**config.mk**
```make
export PLATFORM = sky130hd
export DESIGN_NAME = ect_timer
export DESIGN_NICKNAME = d
export VERILOG_FILES = /design/src/ect_timer.v
export VERILOG_INCLUDE_DIRS = /design/src
export SDC_FILE = /design/constraint.sdc
export NUM_CORES = 1
export LEC_CHECK = 0
export BUFFER_PORTS_ARGS = -buffer_cell sky130_fd_sc_hd__clkbuf_2
export CAP_MARGIN = 5
export CORE_MARGIN = 8
export CORE_UTILIZATION = 50
export CTS_CLUSTER_SIZE = 25
export DETAILED_ROUTE_END_ITERATION = 12
export PLACE_DENSITY_LB_ADDON = 0.3
export REMOVE_ABC_BUFFERS = 1
export SLEW_MARGIN = 10
export SYNTH_ARGS = -nofsm -noshare
export SYNTH_HDL_FRONTEND = slang
export SYNTH_SLANG_ARGS = --single-unit
```
**constraint.sdc**
```tcl
create_clock -name i_ref_clk -period 3.65 [get_ports i_ref_clk]
set_clock_uncertainty 0.2 [all_clocks]
set_input_delay 0.365 -clock i_ref_clk [delete_from_list [all_inputs] [get_ports i_ref_clk]]
set_output_delay 0.365 -clock i_ref_clk [all_outputs]
set_load 0.1 [all_outputs]
```
**src/ect_defs.vh**
```
// Constants for the eight-bit compare timer
`ifndef ECT_DEFS_VH
`define ECT_DEFS_VH
`define ECT_CNT_W 8
`define ECT_PRE_W 11
`define ECT_CNT_ZERO 8'h00
`define ECT_CNT_MAX 8'hFF
`define ECT_CONST_RST 8'hFF
`define ECT_PRE_ZERO 11'h000
`define ECT_PRE_ONE 11'h001
`define ECT_FLAGS_NONE 3'h0
// Clock select codes
`define ECT_CKS_STOP0 3'h0
`define ECT_CKS_INT1 3'h1
`define ECT_CKS_INT2 3'h2
`define ECT_CKS_INT3 3'h3
`define ECT_CKS_STOP4 3'h4
`define ECT_CKS_EXT_RISE 3'h5
`define ECT_CKS_EXT_FALL 3'h6
`define ECT_CKS_EXT_BOTH 3'h7
// Prescaler tap positions (divide by 2^(tap+1))
`define ECT_TAP_DIV2 0
`define ECT_TAP_DIV8 2
`define ECT_TAP_DIV32 4
`define ECT_TAP_DIV64 5
`define ECT_TAP_DIV256 7
`define ECT_TAP_DIV1024 9
// Clear select codes
`define ECT_CLR_NONE 2'h0
`define ECT_CLR_MATCH_A 2'h1
`define ECT_CLR_MATCH_B 2'h2
`define ECT_CLR_EXT 2'h3
// Output select action codes
`define ECT_OS_KEEP 2'h0
`define ECT_OS_LOW 2'h1
`define ECT_OS_HIGH 2'h2
`define ECT_OS_TOGGLE 2'h3
// Highest pending interrupt codes
`define ECT_IRQ_NONE 2'h0
`define ECT_IRQ_A 2'h1
`define ECT_IRQ_B 2'h2
`define ECT_IRQ_WRAP 2'h3
`endif

```
**src/ect_timer.v**
```verilog
// Eight-bit compare timer channel
`timescale 1ns/100ps
`default_nettype none
// Operation
// Internal source counts falling prescaler edges
// External input counts rise, fall, or both
// External count levels held 1.5/2.5 clocks
// Match fires in final state, sets flag
// Match drives output keep, low, high, toggle
// Clear counter on match A or B
// Clear select 11: external rising edge clears
// External clear pulse held 1.5 clocks
// Wrap flag set on FF to 00
// Three enabled interrupt lines from flags
// Priority match A, match B, wrap
// Clear beats simultaneous counter write
// Counter write beats simultaneous increment
// Constant write suppresses simultaneous match
// Coincident matches: toggle, high, low, keep
// High-to-low source switch counts once
// High source to stopped counts once
// Internal/external switch may count once
// Clear on A, select 0110 gives pulses
// Output select pairs: B upper, A lower
// Clear select decode none, A, B, external
// Flags cleared by read-1 then write-0
// Clock select 000/100 stop, 101-111 external
// Interrupt lines are levels while enabled
`include "ect_defs.vh"
module ect_timer #(
   parameter CNT_W = `ECT_CNT_W
) (
   input wire i_ref_clk,
   input wire i_rst,
   input wire [2:0] i_clock_select,
   input wire [1:0] i_prescale_pick,
   input wire [1:0] i_clear_select,
   input wire [3:0] i_output_select,
   input wire i_match_irq_a_enable,
   input wire i_match_irq_b_enable,
   input wire i_wrap_irq_enable,
   input wire i_ext_count_input,
   input wire i_ext_clear_input,
   input wire i_count_wr,
   input wire [CNT_W-1:0] i_count_wdata,
   input wire i_const_a_wr,
   input wire i_const_b_wr,
   input wire [CNT_W-1:0] i_const_wdata,
   input wire i_flags_rd,
   input wire i_flags_wr,
   input wire [2:0] i_flags_wdata,
   output wire [CNT_W-1:0] o_count_value,
   output wire [CNT_W-1:0] o_match_const_a,
   output wire [CNT_W-1:0] o_match_const_b,
   output wire o_match_flag_a,
   output wire o_match_flag_b,
   output wire o_wrap_flag,
   output wire o_timer_output,
   output wire o_match_irq_a,
   output wire o_match_irq_b,
   output wire o_wrap_irq,
   output reg [1:0] o_top_irq
);
   reg [`ECT_PRE_W-1:0] pre_r;
   reg src_lvl_r;
   reg clr_in_r;
   reg [CNT_W-1:0] cnt_r;
   reg [CNT_W-1:0] cnt_nxt;
   reg [CNT_W-1:0] const_a_r;
   reg [CNT_W-1:0] const_b_r;
   reg flag_a_r;
   reg flag_b_r;
   reg flag_w_r;
   reg [2:0] armed_r;
   reg out_r;
   reg out_nxt;
   reg src_lvl;
   reg cnt_pulse;
   reg clr;
   reg wrap;
   wire match_a;
   wire match_b;
   wire [1:0] act_a;
   wire [1:0] act_b;
   wire ext_clr_edge;
   wire [2:0] flags;

   // Selected source level (prescaler tap or external pin); stopped reads low so a high-to-stop change is a falling edge
   always @* begin
      case (i_clock_select)
         `ECT_CKS_INT1: src_lvl = i_prescale_pick[0] ? pre_r[`ECT_TAP_DIV2] :
                                   pre_r[`ECT_TAP_DIV8];
         `ECT_CKS_INT2: src_lvl = i_prescale_pick[0] ? pre_r[`ECT_TAP_DIV32] :
                                   pre_r[`ECT_TAP_DIV64];
         `ECT_CKS_INT3: src_lvl = i_prescale_pick[0] ? pre_r[`ECT_TAP_DIV256] :
                                   pre_r[`ECT_TAP_DIV1024];
         `ECT_CKS_EXT_RISE: src_lvl = i_ext_count_input;
         `ECT_CKS_EXT_FALL: src_lvl = i_ext_count_input;
         `ECT_CKS_EXT_BOTH: src_lvl = i_ext_count_input;
         default: src_lvl = 1'b0;
      endcase
   end

   // One stored level for every source, so switching sources is seen as an edge
   always @* begin
      case (i_clock_select)
         `ECT_CKS_EXT_RISE: cnt_pulse = ~src_lvl_r & src_lvl;
         `ECT_CKS_EXT_BOTH: cnt_pulse = src_lvl_r ^ src_lvl;
         default: cnt_pulse = src_lvl_r & ~src_lvl;
      endcase
   end

   // Match is the last state of the equal count, suppressed by a constant write
   assign match_a = cnt_pulse & (cnt_r == const_a_r) & ~i_const_a_wr;
   assign match_b = cnt_pulse & (cnt_r == const_b_r) & ~i_const_b_wr;
   assign ext_clr_edge = i_ext_clear_input & ~clr_in_r;

   always @* begin
      case (i_clear_select)
         `ECT_CLR_MATCH_A: clr = match_a;
         `ECT_CLR_MATCH_B: clr = match_b;
         `ECT_CLR_EXT: clr = ext_clr_edge;
         default: clr = 1'b0;
      endcase
      wrap = 1'b0;
      if (clr) begin
         cnt_nxt = `ECT_CNT_ZERO;
      end else if (i_count_wr) begin
         cnt_nxt = i_count_wdata;
      end else if (cnt_pulse) begin
         cnt_nxt = cnt_r + 1'b1;
         wrap = (cnt_r == `ECT_CNT_MAX);
      end else begin
         cnt_nxt = cnt_r;
      end
   end

   assign act_a = match_a ? i_output_select[1:0] : `ECT_OS_KEEP;
   assign act_b = match_b ? i_output_select[3:2] : `ECT_OS_KEEP;

   // Coincident matches resolve toggle over high over low over keep
   always @* begin
      if (act_a == `ECT_OS_TOGGLE || act_b == `ECT_OS_TOGGLE) begin
         out_nxt = ~out_r;
      end else if (act_a == `ECT_OS_HIGH || act_b == `ECT_OS_HIGH) begin
         out_nxt = 1'b1;
      end else if (act_a == `ECT_OS_LOW || act_b == `ECT_OS_LOW) begin
         out_nxt = 1'b0;
      end else begin
         out_nxt = out_r;
      end
   end

   assign flags = {flag_w_r, flag_b_r, flag_a_r};

   always @(posedge i_ref_clk) begin
      if (i_rst) begin
         pre_r <= `ECT_PRE_ZERO;
         src_lvl_r <= 1'b0;
         clr_in_r <= 1'b0;
         cnt_r <= `ECT_CNT_ZERO;
         const_a_r <= `ECT_CONST_RST;
         const_b_r <= `ECT_CONST_RST;
         flag_a_r <= 1'b0;
         flag_b_r <= 1'b0;
         flag_w_r <= 1'b0;
         armed_r <= `ECT_FLAGS_NONE;
         out_r <= 1'b0;
      end else begin
         pre_r <= pre_r + `ECT_PRE_ONE;
         src_lvl_r <= src_lvl;
         clr_in_r <= i_ext_clear_input;
         cnt_r <= cnt_nxt;
         if (i_const_a_wr) begin
            const_a_r <= i_const_wdata;
         end
         if (i_const_b_wr) begin
            const_b_r <= i_const_wdata;
         end
         out_r <= out_nxt;
         // Set wins over a clear in the same cycle; only armed flags may clear
         flag_a_r <= match_a | (flag_a_r & ~(i_flags_wr & armed_r[0] & ~i_flags_wdata[0]));
         flag_b_r <= match_b | (flag_b_r & ~(i_flags_wr & armed_r[1] & ~i_flags_wdata[1]));
         flag_w_r <= wrap | (flag_w_r & ~(i_flags_wr & armed_r[2] & ~i_flags_wdata[2]));
         if (i_flags_wr) begin
            armed_r <= `ECT_FLAGS_NONE;
         end else if (i_flags_rd) begin
            armed_r <= armed_r | flags;
         end
      end
   end

   assign o_count_value = cnt_r;
   assign o_match_const_a = const_a_r;
   assign o_match_const_b = const_b_r;
   assign o_match_flag_a = flag_a_r;
   assign o_match_flag_b = flag_b_r;
   assign o_wrap_flag = flag_w_r;
   assign o_timer_output = out_r;
   assign o_match_irq_a = flag_a_r & i_match_irq_a_enable;
   assign o_match_irq_b = flag_b_r & i_match_irq_b_enable;
   assign o_wrap_irq = flag_w_r & i_wrap_irq_enable;

   always @* begin
      if (o_match_irq_a) begin
         o_top_irq = `ECT_IRQ_A;
      end else if (o_match_irq_b) begin
         o_top_irq = `ECT_IRQ_B;
      end else if (o_wrap_irq) begin
         o_top_irq = `ECT_IRQ_WRAP;
      end else begin
         o_top_irq = `ECT_IRQ_NONE;
      end
   end
endmodule
`default_nettype wire

```
# After elaboration in Yosys (flattened, before gate mapping)
# Index checks and enable logic that the tools add are counted.
[word_totals] word_cells=94 ff_bits=44 out_inout_bits=33 input_bits=42
[op_classes] n_addsub=2 n_mux=19 n_reduce_logical=8 eq_ne=18 bitwise_logic=36
[op_table] op="1-bit bitwise AND" count=19
[op_table] op="8-bit == test" count=2
[op_table] op="8-bit two-way mux" count=2
[op_table] op="2-bit == test (second input constant)" count=6
[op_table] op="1-bit inverter" count=12
[op_table] op="11-bit by 1-bit adder with 11-bit output (second input constant)" count=1
[op_table] op="2-bit two-way mux" count=5
[op_table] op="3-bit == test (second input constant)" count=3
[op_table] op="1-bit two-way mux" count=9
[op_table] op="8-bit by 1-bit adder with 8-bit output (second input constant)" count=1
[op_table] op="8-bit == test (second input constant)" count=1
[op_table] op="2-bit by 1-bit == test with 1-bit output (second input constant)" count=3
[op_table] op="3-bit by 2-bit == test with 1-bit output (second input constant)" count=2
[op_table] op="1-bit case mux with 4 select lines" count=1
[op_table] op="2-bit OR reduction" count=2
[op_table] op="3-bit by 1-bit == test with 1-bit output (second input constant)" count=1
[op_table] op="1-bit logical OR" count=3
[op_table] op="1-bit OR" count=3
[op_table] op="3-bit OR" count=1
[op_table] op="1-bit case mux with 3 select lines" count=1
[op_table] op="3-bit nonzero test" count=1
[op_table] op="3-bit OR reduction" count=1
[op_table] op="1-bit case mux with 2 select lines" count=1
[op_table] op="2-bit nonzero test" count=1
[op_table] op="1-bit bitwise XOR" count=1

# Logic depth before layout (Yosys ltp)
[logic_depth] word_depth=14 mapped_depth=14 depth_no_buf=13

# Least setup slack after synthesis
# OpenSTA, ideal clock, no wires.
[synth_path] path_type="register to output" start="register flag_b_r, in the netlist o_match_flag_b" end="output o_top_irq[0]" arrival_time_ps=3618 path_slack_ps=-533 t_required_ps=3085 n_path_buf=0 stages_incl_launch_ff=3 path_cell_list="dfxtp_1 > and2_1 > o21ai_0"
[synth_between] elab_chain_len=3
[synth_lines] element="from (decl)" line="ect_timer.v:72" source="reg flag_b_r;"
[synth_lines] element="from (signal assigned)" line="ect_timer.v:183" source="flag_b_r <= match_b | (flag_b_r & ~(i_flags_wr & armed_r[1] & ~i_flags_wdata[1]));"
[synth_lines] element="1-bit bitwise AND" line="ect_timer.v:201" source="assign o_match_irq_b = flag_b_r & i_match_irq_b_enable;"
[synth_lines] element="named net o_match_irq_b" line="ect_timer.v:60" source="output wire o_match_irq_b,"
[synth_lines] element="2-bit two-way mux" line="ect_timer.v:207" source="end else if (o_match_irq_b) begin"
[synth_lines] element="2-bit two-way mux" line="ect_timer.v:205" source="if (o_match_irq_a) begin"
[synth_lines] element="to (decl)" line="ect_timer.v:62" source="output reg [1:0] o_top_irq"
# The timed path passes the listed nets, and every way through them passes these cells.

# Worst setup path after layout
[layout_path] start="register pre_r[2]" end="register cnt_r[7], in the netlist o_count_value[7]"
[layout_between] elab_chain_len=9 word_cells_on_any_way=14 classes_between="4 x mux; 8 x bitwise; 2 x reduce/logical"
[layout_lines] element="from (decl)" line="ect_timer.v:64" source="reg [`ECT_PRE_W-1:0] pre_r;"
[layout_lines] element="from (signal assigned)" line="ect_timer.v:158" source="pre_r <= `ECT_PRE_ZERO;"
[layout_lines] element="from (signal assigned)" line="ect_timer.v:170" source="pre_r <= pre_r + `ECT_PRE_ONE;"
[layout_lines] element="1-bit two-way mux *" line="ect_timer.v:91" source="`ECT_CKS_INT1: src_lvl = i_prescale_pick[0] ? pre_r[`ECT_TAP_DIV2] :"
[layout_lines] element="1-bit case mux with 4 select lines *" line="ect_timer.v:90" source="case (i_clock_select)"
[layout_lines] element="named net src_lvl" line="ect_timer.v:77" source="reg src_lvl;"
[layout_lines] element="1-bit inverter" line="ect_timer.v:109" source="default: cnt_pulse = src_lvl_r & ~src_lvl;"
[layout_lines] element="1-bit bitwise AND" line="ect_timer.v:109"
[layout_lines] element="1-bit case mux with 2 select lines *" line="ect_timer.v:106" source="case (i_clock_select)"
[layout_lines] element="1-bit bitwise AND (on tied branches) (2 in series)" line="ect_timer.v:115, ect_timer.v:114"
[layout_lines] element="1-bit case mux with 3 select lines" line="ect_timer.v:119" source="case (i_clear_select)"
[layout_lines] element="2-bit OR reduction (no line)"
[layout_lines] element="to (signal assigned)" line="ect_timer.v:161" source="cnt_r <= `ECT_CNT_ZERO;"
[layout_lines] element="to (signal assigned)" line="ect_timer.v:173" source="cnt_r <= cnt_nxt;"
[layout_lines] element="to (decl)" line="ect_timer.v:67" source="reg [CNT_W-1:0] cnt_r;"
# The timed path passes the listed nets; every way through them passes the cells marked *.
# A chain may end at the register's enable or synchronous reset.

==> impl_metrics.toml <==
[critical_path]
r2r_setup_slack_ps = 320
cp_num_buf_inv = 2
setup.worst_path.class = "reg -> reg"
worst-endpoint-required_ps = 3650
crit_fanout = 6
crit_arrival_ps = 3320
worst-r2r-cell-count = 14
timing.critical_path.mode_cell = "sky130_fd_sc_hd__a21oi_1"
slowest_cell_on_the_critical_path = "sky130_fd_sc_hd__nor4b_1"
cp_cell_sequence = "mux2_2, o22ai_1, a311oi_1, a21oi_1, o21bai_1, inv_1, ha_1, nand2_1, a41oi_4, nor4b_1, and3b_1, a211o_1, buf_4, a21oi_1"
critical_path_cell_count = 14
path_delay_family = "compound AO/OA/AOI/OAI gates"
timing.critical_path.to = "o_count_value[7]$_SDFFE_PP0P_"
worst_r2r_endpoint = "o_count_value[7]$_SDFFE_PP0P_"
worstSetupStartpointType = "flop"
rr_startpoint = "pre_r[2]$_SDFF_PP0_"
critPathLaunch = "pre_r[2]$_SDFF_PP0_"
slowest_delay_ps = 530
end_kind = "flop"

[floorplan]
die_area_um2 = 6770
core-area_um2 = 4290
num_rows = 24
die-height_um = 82.3
io-pin-count = 75
fp.dieW_um = 82.3
initial_utilization_pct = 51.1

[global_route]
grt-ovfl-total = 0
grt_pass1_vias = 1877
maximum_number_of_pins_on_one_net_before_global_route_repair = 37
grt.busiest_layer = "met2"
grt_antenna_before_repair = 0
global_route_wire_length_before_repair_um = 8240
routing_usage_on_met1_pct = 17.3
globalRouteMet3Util_pct = 6.71
gr-usage-all-layers_pct = 15.6
globalRouteMet2Util_pct = 25.7

[layout]
drive_above_1_share_pct = 31.8
fill_cell_instance_count_of_the_final_layout = 406
multiInputGateArea_um2 = 1210
finish.net_count = 350
ff_latch_area_um2 = 861
flow.area_growth_from_synthesis_pct = 22.7
antenna_cells = 0
fin_area_um2 = 2700
finalNonFillerCells = 357

[timing]
final.min_clock_period_ps = 3330
worst_slew_pin_slew_ps = 724
final_critical_path_setup_slack_ps = 323
fmaxAchievable_ghz = 0.301
setup_viol_count_final = 0
finalHoldViolCount = 0
rsz0062_at_grt = "no"
drv_slew = 0
headroom_to_the_max_slew_limit_pct = 51.7
layout_worst_path_cycle_share_pct = 91.1

[clock_network]
post_cts_hold_buffer_count = 0
clock-sinks = 43
cts.repair_timing.setup_buffer_count = 0
tritoncts = "built"
clk_path_buf_depth = 2
cts-buffers-inserted = 5
cts-root-buf = "sky130_fd_sc_hd__clkbuf_8"
cts_resized = 0
clk_pin_slew_ps = 90
h_tree_lvl_count = 2
clock_insertion_delay_worst_skew_ps = 310

[power_and_ir_drop]
fin_total_pwr_mw = 1.24
power_density_nw_per_um2 = 459
vdd.ir_drop.worst_mv = 0.290
p_leak_nw = 1.24

[synth]
synth_edf_count = 0
synth-compound-area-share_pct = 15.8
synth_seq_cells = 43
synthAdderAreaFrac_pct = 2.28
synth-main-ff-cell = "sky130_fd_sc_hd__dfxtp_1"
asyncSetResetFlopFracSynth_pct = 0
synth_xor_xnor_area_share_pct = 12.4
synthesis.yosys.warnings = 0
post_synth_mux_area_share_pct = 3.36
post_synth_inst_count = 232
synth_area_um2 = 2200
dominant_combinational_cell_family_by_area_after_synthesis = "simple AND/OR/NAND/NOR gates"
average_cell_area_after_synthesis_um2 = 9.46
synth-simple-area-share_pct = 21.5
synth_sequential_area_ratio_pct = 39.2
yosysUniqueCellTypes = 42

[routing]
via_per_inst = 5.20
detail-route-antenna-nets = 0
number_of_drc_violations_after_detailed_routing = 0
wl_per_cell_um = 14.1
via_count = 1857
drt_iter0_drc = 58
routed_wl_um = 5050
dr.pass1.iters = 6

[placed_design]
dp_hpwl_um = 3830
dpl.cell_count = 349
io_buffers = 73
place_ws_ps = 145
placedInstanceArea_um2 = 2560
gp_congestion = 0.811

[run]
cap_viol_max_count = 0

[min_path]
min-delay-path-class = "in -> reg"

[status]
status = "completed"
cell families (layout without fill, tap and decap cells):
kind of cell               after synthesis  in the layout
muxes                                    7              7
DFF                                     43             43
and+or+nand+nor                         87             87
AOI/OAI and AO/OA                       42             42
adders and majority gates                4              4
buffers and inverters                   18             91
xor gates and xnor gates                31             31
flip-flops by register name (all words and copies together) (netlist names):
signal / flops
clr_in_r: 1
pre_r: 10
armed_r: 3
o_match_flag_a: 1
o_wrap_flag: 1
o_match_const_b: 8
o_match_flag_b: 1
src_lvl_r: 1
o_count_value: 8
o_timer_output: 1
o_match_const_a: 8
worst min-delay path by stage:
stage / from / endpoint / slack, ps / cells past startpoint
floorplan: pre_r[0]$_SDFF_PP0_ / pre_r[0]$_SDFF_PP0_ / 220 / 1
global placement: pre_r[0]$_SDFF_PP0_ / pre_r[0]$_SDFF_PP0_ / 250 / 1
detailed placement: pre_r[0]$_SDFF_PP0_ / pre_r[0]$_SDFF_PP0_ / 260 / 1
CTS: i_const_wdata[4] / o_match_const_b[4]$_SDFFE_PP1P_ / 80 / 2
global route: i_const_wdata[0] / o_match_const_a[0]$_SDFFE_PP1P_ / 80 / 2
finish: i_const_wdata[1] / o_match_const_b[1]$_SDFFE_PP1P_ / 80 / 2
stage by stage:
stage	hold slack (ps)	TNS, ps	utilization (%)
2_1_floorplan	222	-533	-
3_3_place_gp	251	0	59.6
3_5_place_dp	258	0	59.6
4_1_cts	80.0	0	62.8
5_1_grt	75.6	0	62.8
6_report	82.1	0	62.8
cell usage in the layout (no fill, tap or decap), drive strengths merged:
master    instances
a211o            17
a211oi            3
a21boi            2
a21oi            10
a22o              1
a311oi            1
a41oi             1
and2              1
and2b             3
and3              4
and3b             1
and4              1
buf               4
bufinv            2
clkbuf           78
clkinv            1
clkinvlp          1
dfxtp            43
ha                4
inv               5
mux2              3
mux2i             4
nand2            14
nand3            10
nand3b            2
nand4             2
nor2             22
nor2b            18
nor3              4
nor4              2
nor4b             1
o21a              1
o21ai             3
o21bai            1
o22ai             1
o41ai             1
or2               1
or4               1
xnor2            16
xor2             15
report_power, final:
group          total [mW]  internal, mW  switching, mW
registers           0.518         0.491         0.0268
logic               0.271        0.0752          0.196
clock network       0.448         0.273          0.175
Yosys cell counts, drive strengths merged, types with 2 or more instances:
| cell type | n | share of area (%) |
|---|---|---|
| xor2 | 15 | 6.0 |
| clkbuf | 8 | 1.5 |
| inv | 5 | 0.85 |
| buf | 2 | 1.0 |
| nand3b | 2 | 0.68 |
| mux2 | 3 | 1.5 |
| nor2 | 22 | 3.8 |
| nor4 | 2 | 1.3 |
| dfxtp | 43 | 39 |
| nor2b | 18 | 5.1 |
| and2b | 3 | 1.2 |
| nand2 | 14 | 2.4 |
| nand4 | 2 | 0.57 |
| a211o | 17 | 6.8 |
| ha | 4 | 2.3 |
| nor3 | 4 | 0.91 |
| nand3 | 10 | 2.3 |
| o21ai | 3 | 0.68 |
| and3 | 4 | 1.1 |
| a21boi | 2 | 0.68 |
| mux2i | 4 | 1.8 |
| a211oi | 3 | 1.0 |
| a21oi | 10 | 2.3 |
| xnor2 | 16 | 6.4 |
cell type report:
cell class                 count  area share (%)
tap                           52            2.41
multi-input combinational    171            45.1
clock buffer                   5            2.55
timing repair buffer          77            14.7
clock inverter                 3            2.51
inverter                       6           0.836
sequential                    43            31.9
per-layer routing:
metal,share of wire [%],vias up
met2,46,57
li1,-,943
met5,0,-
met4,1.4,0
met3,9.6,8
met1,43,849
(Power assumes the default switching activity.)
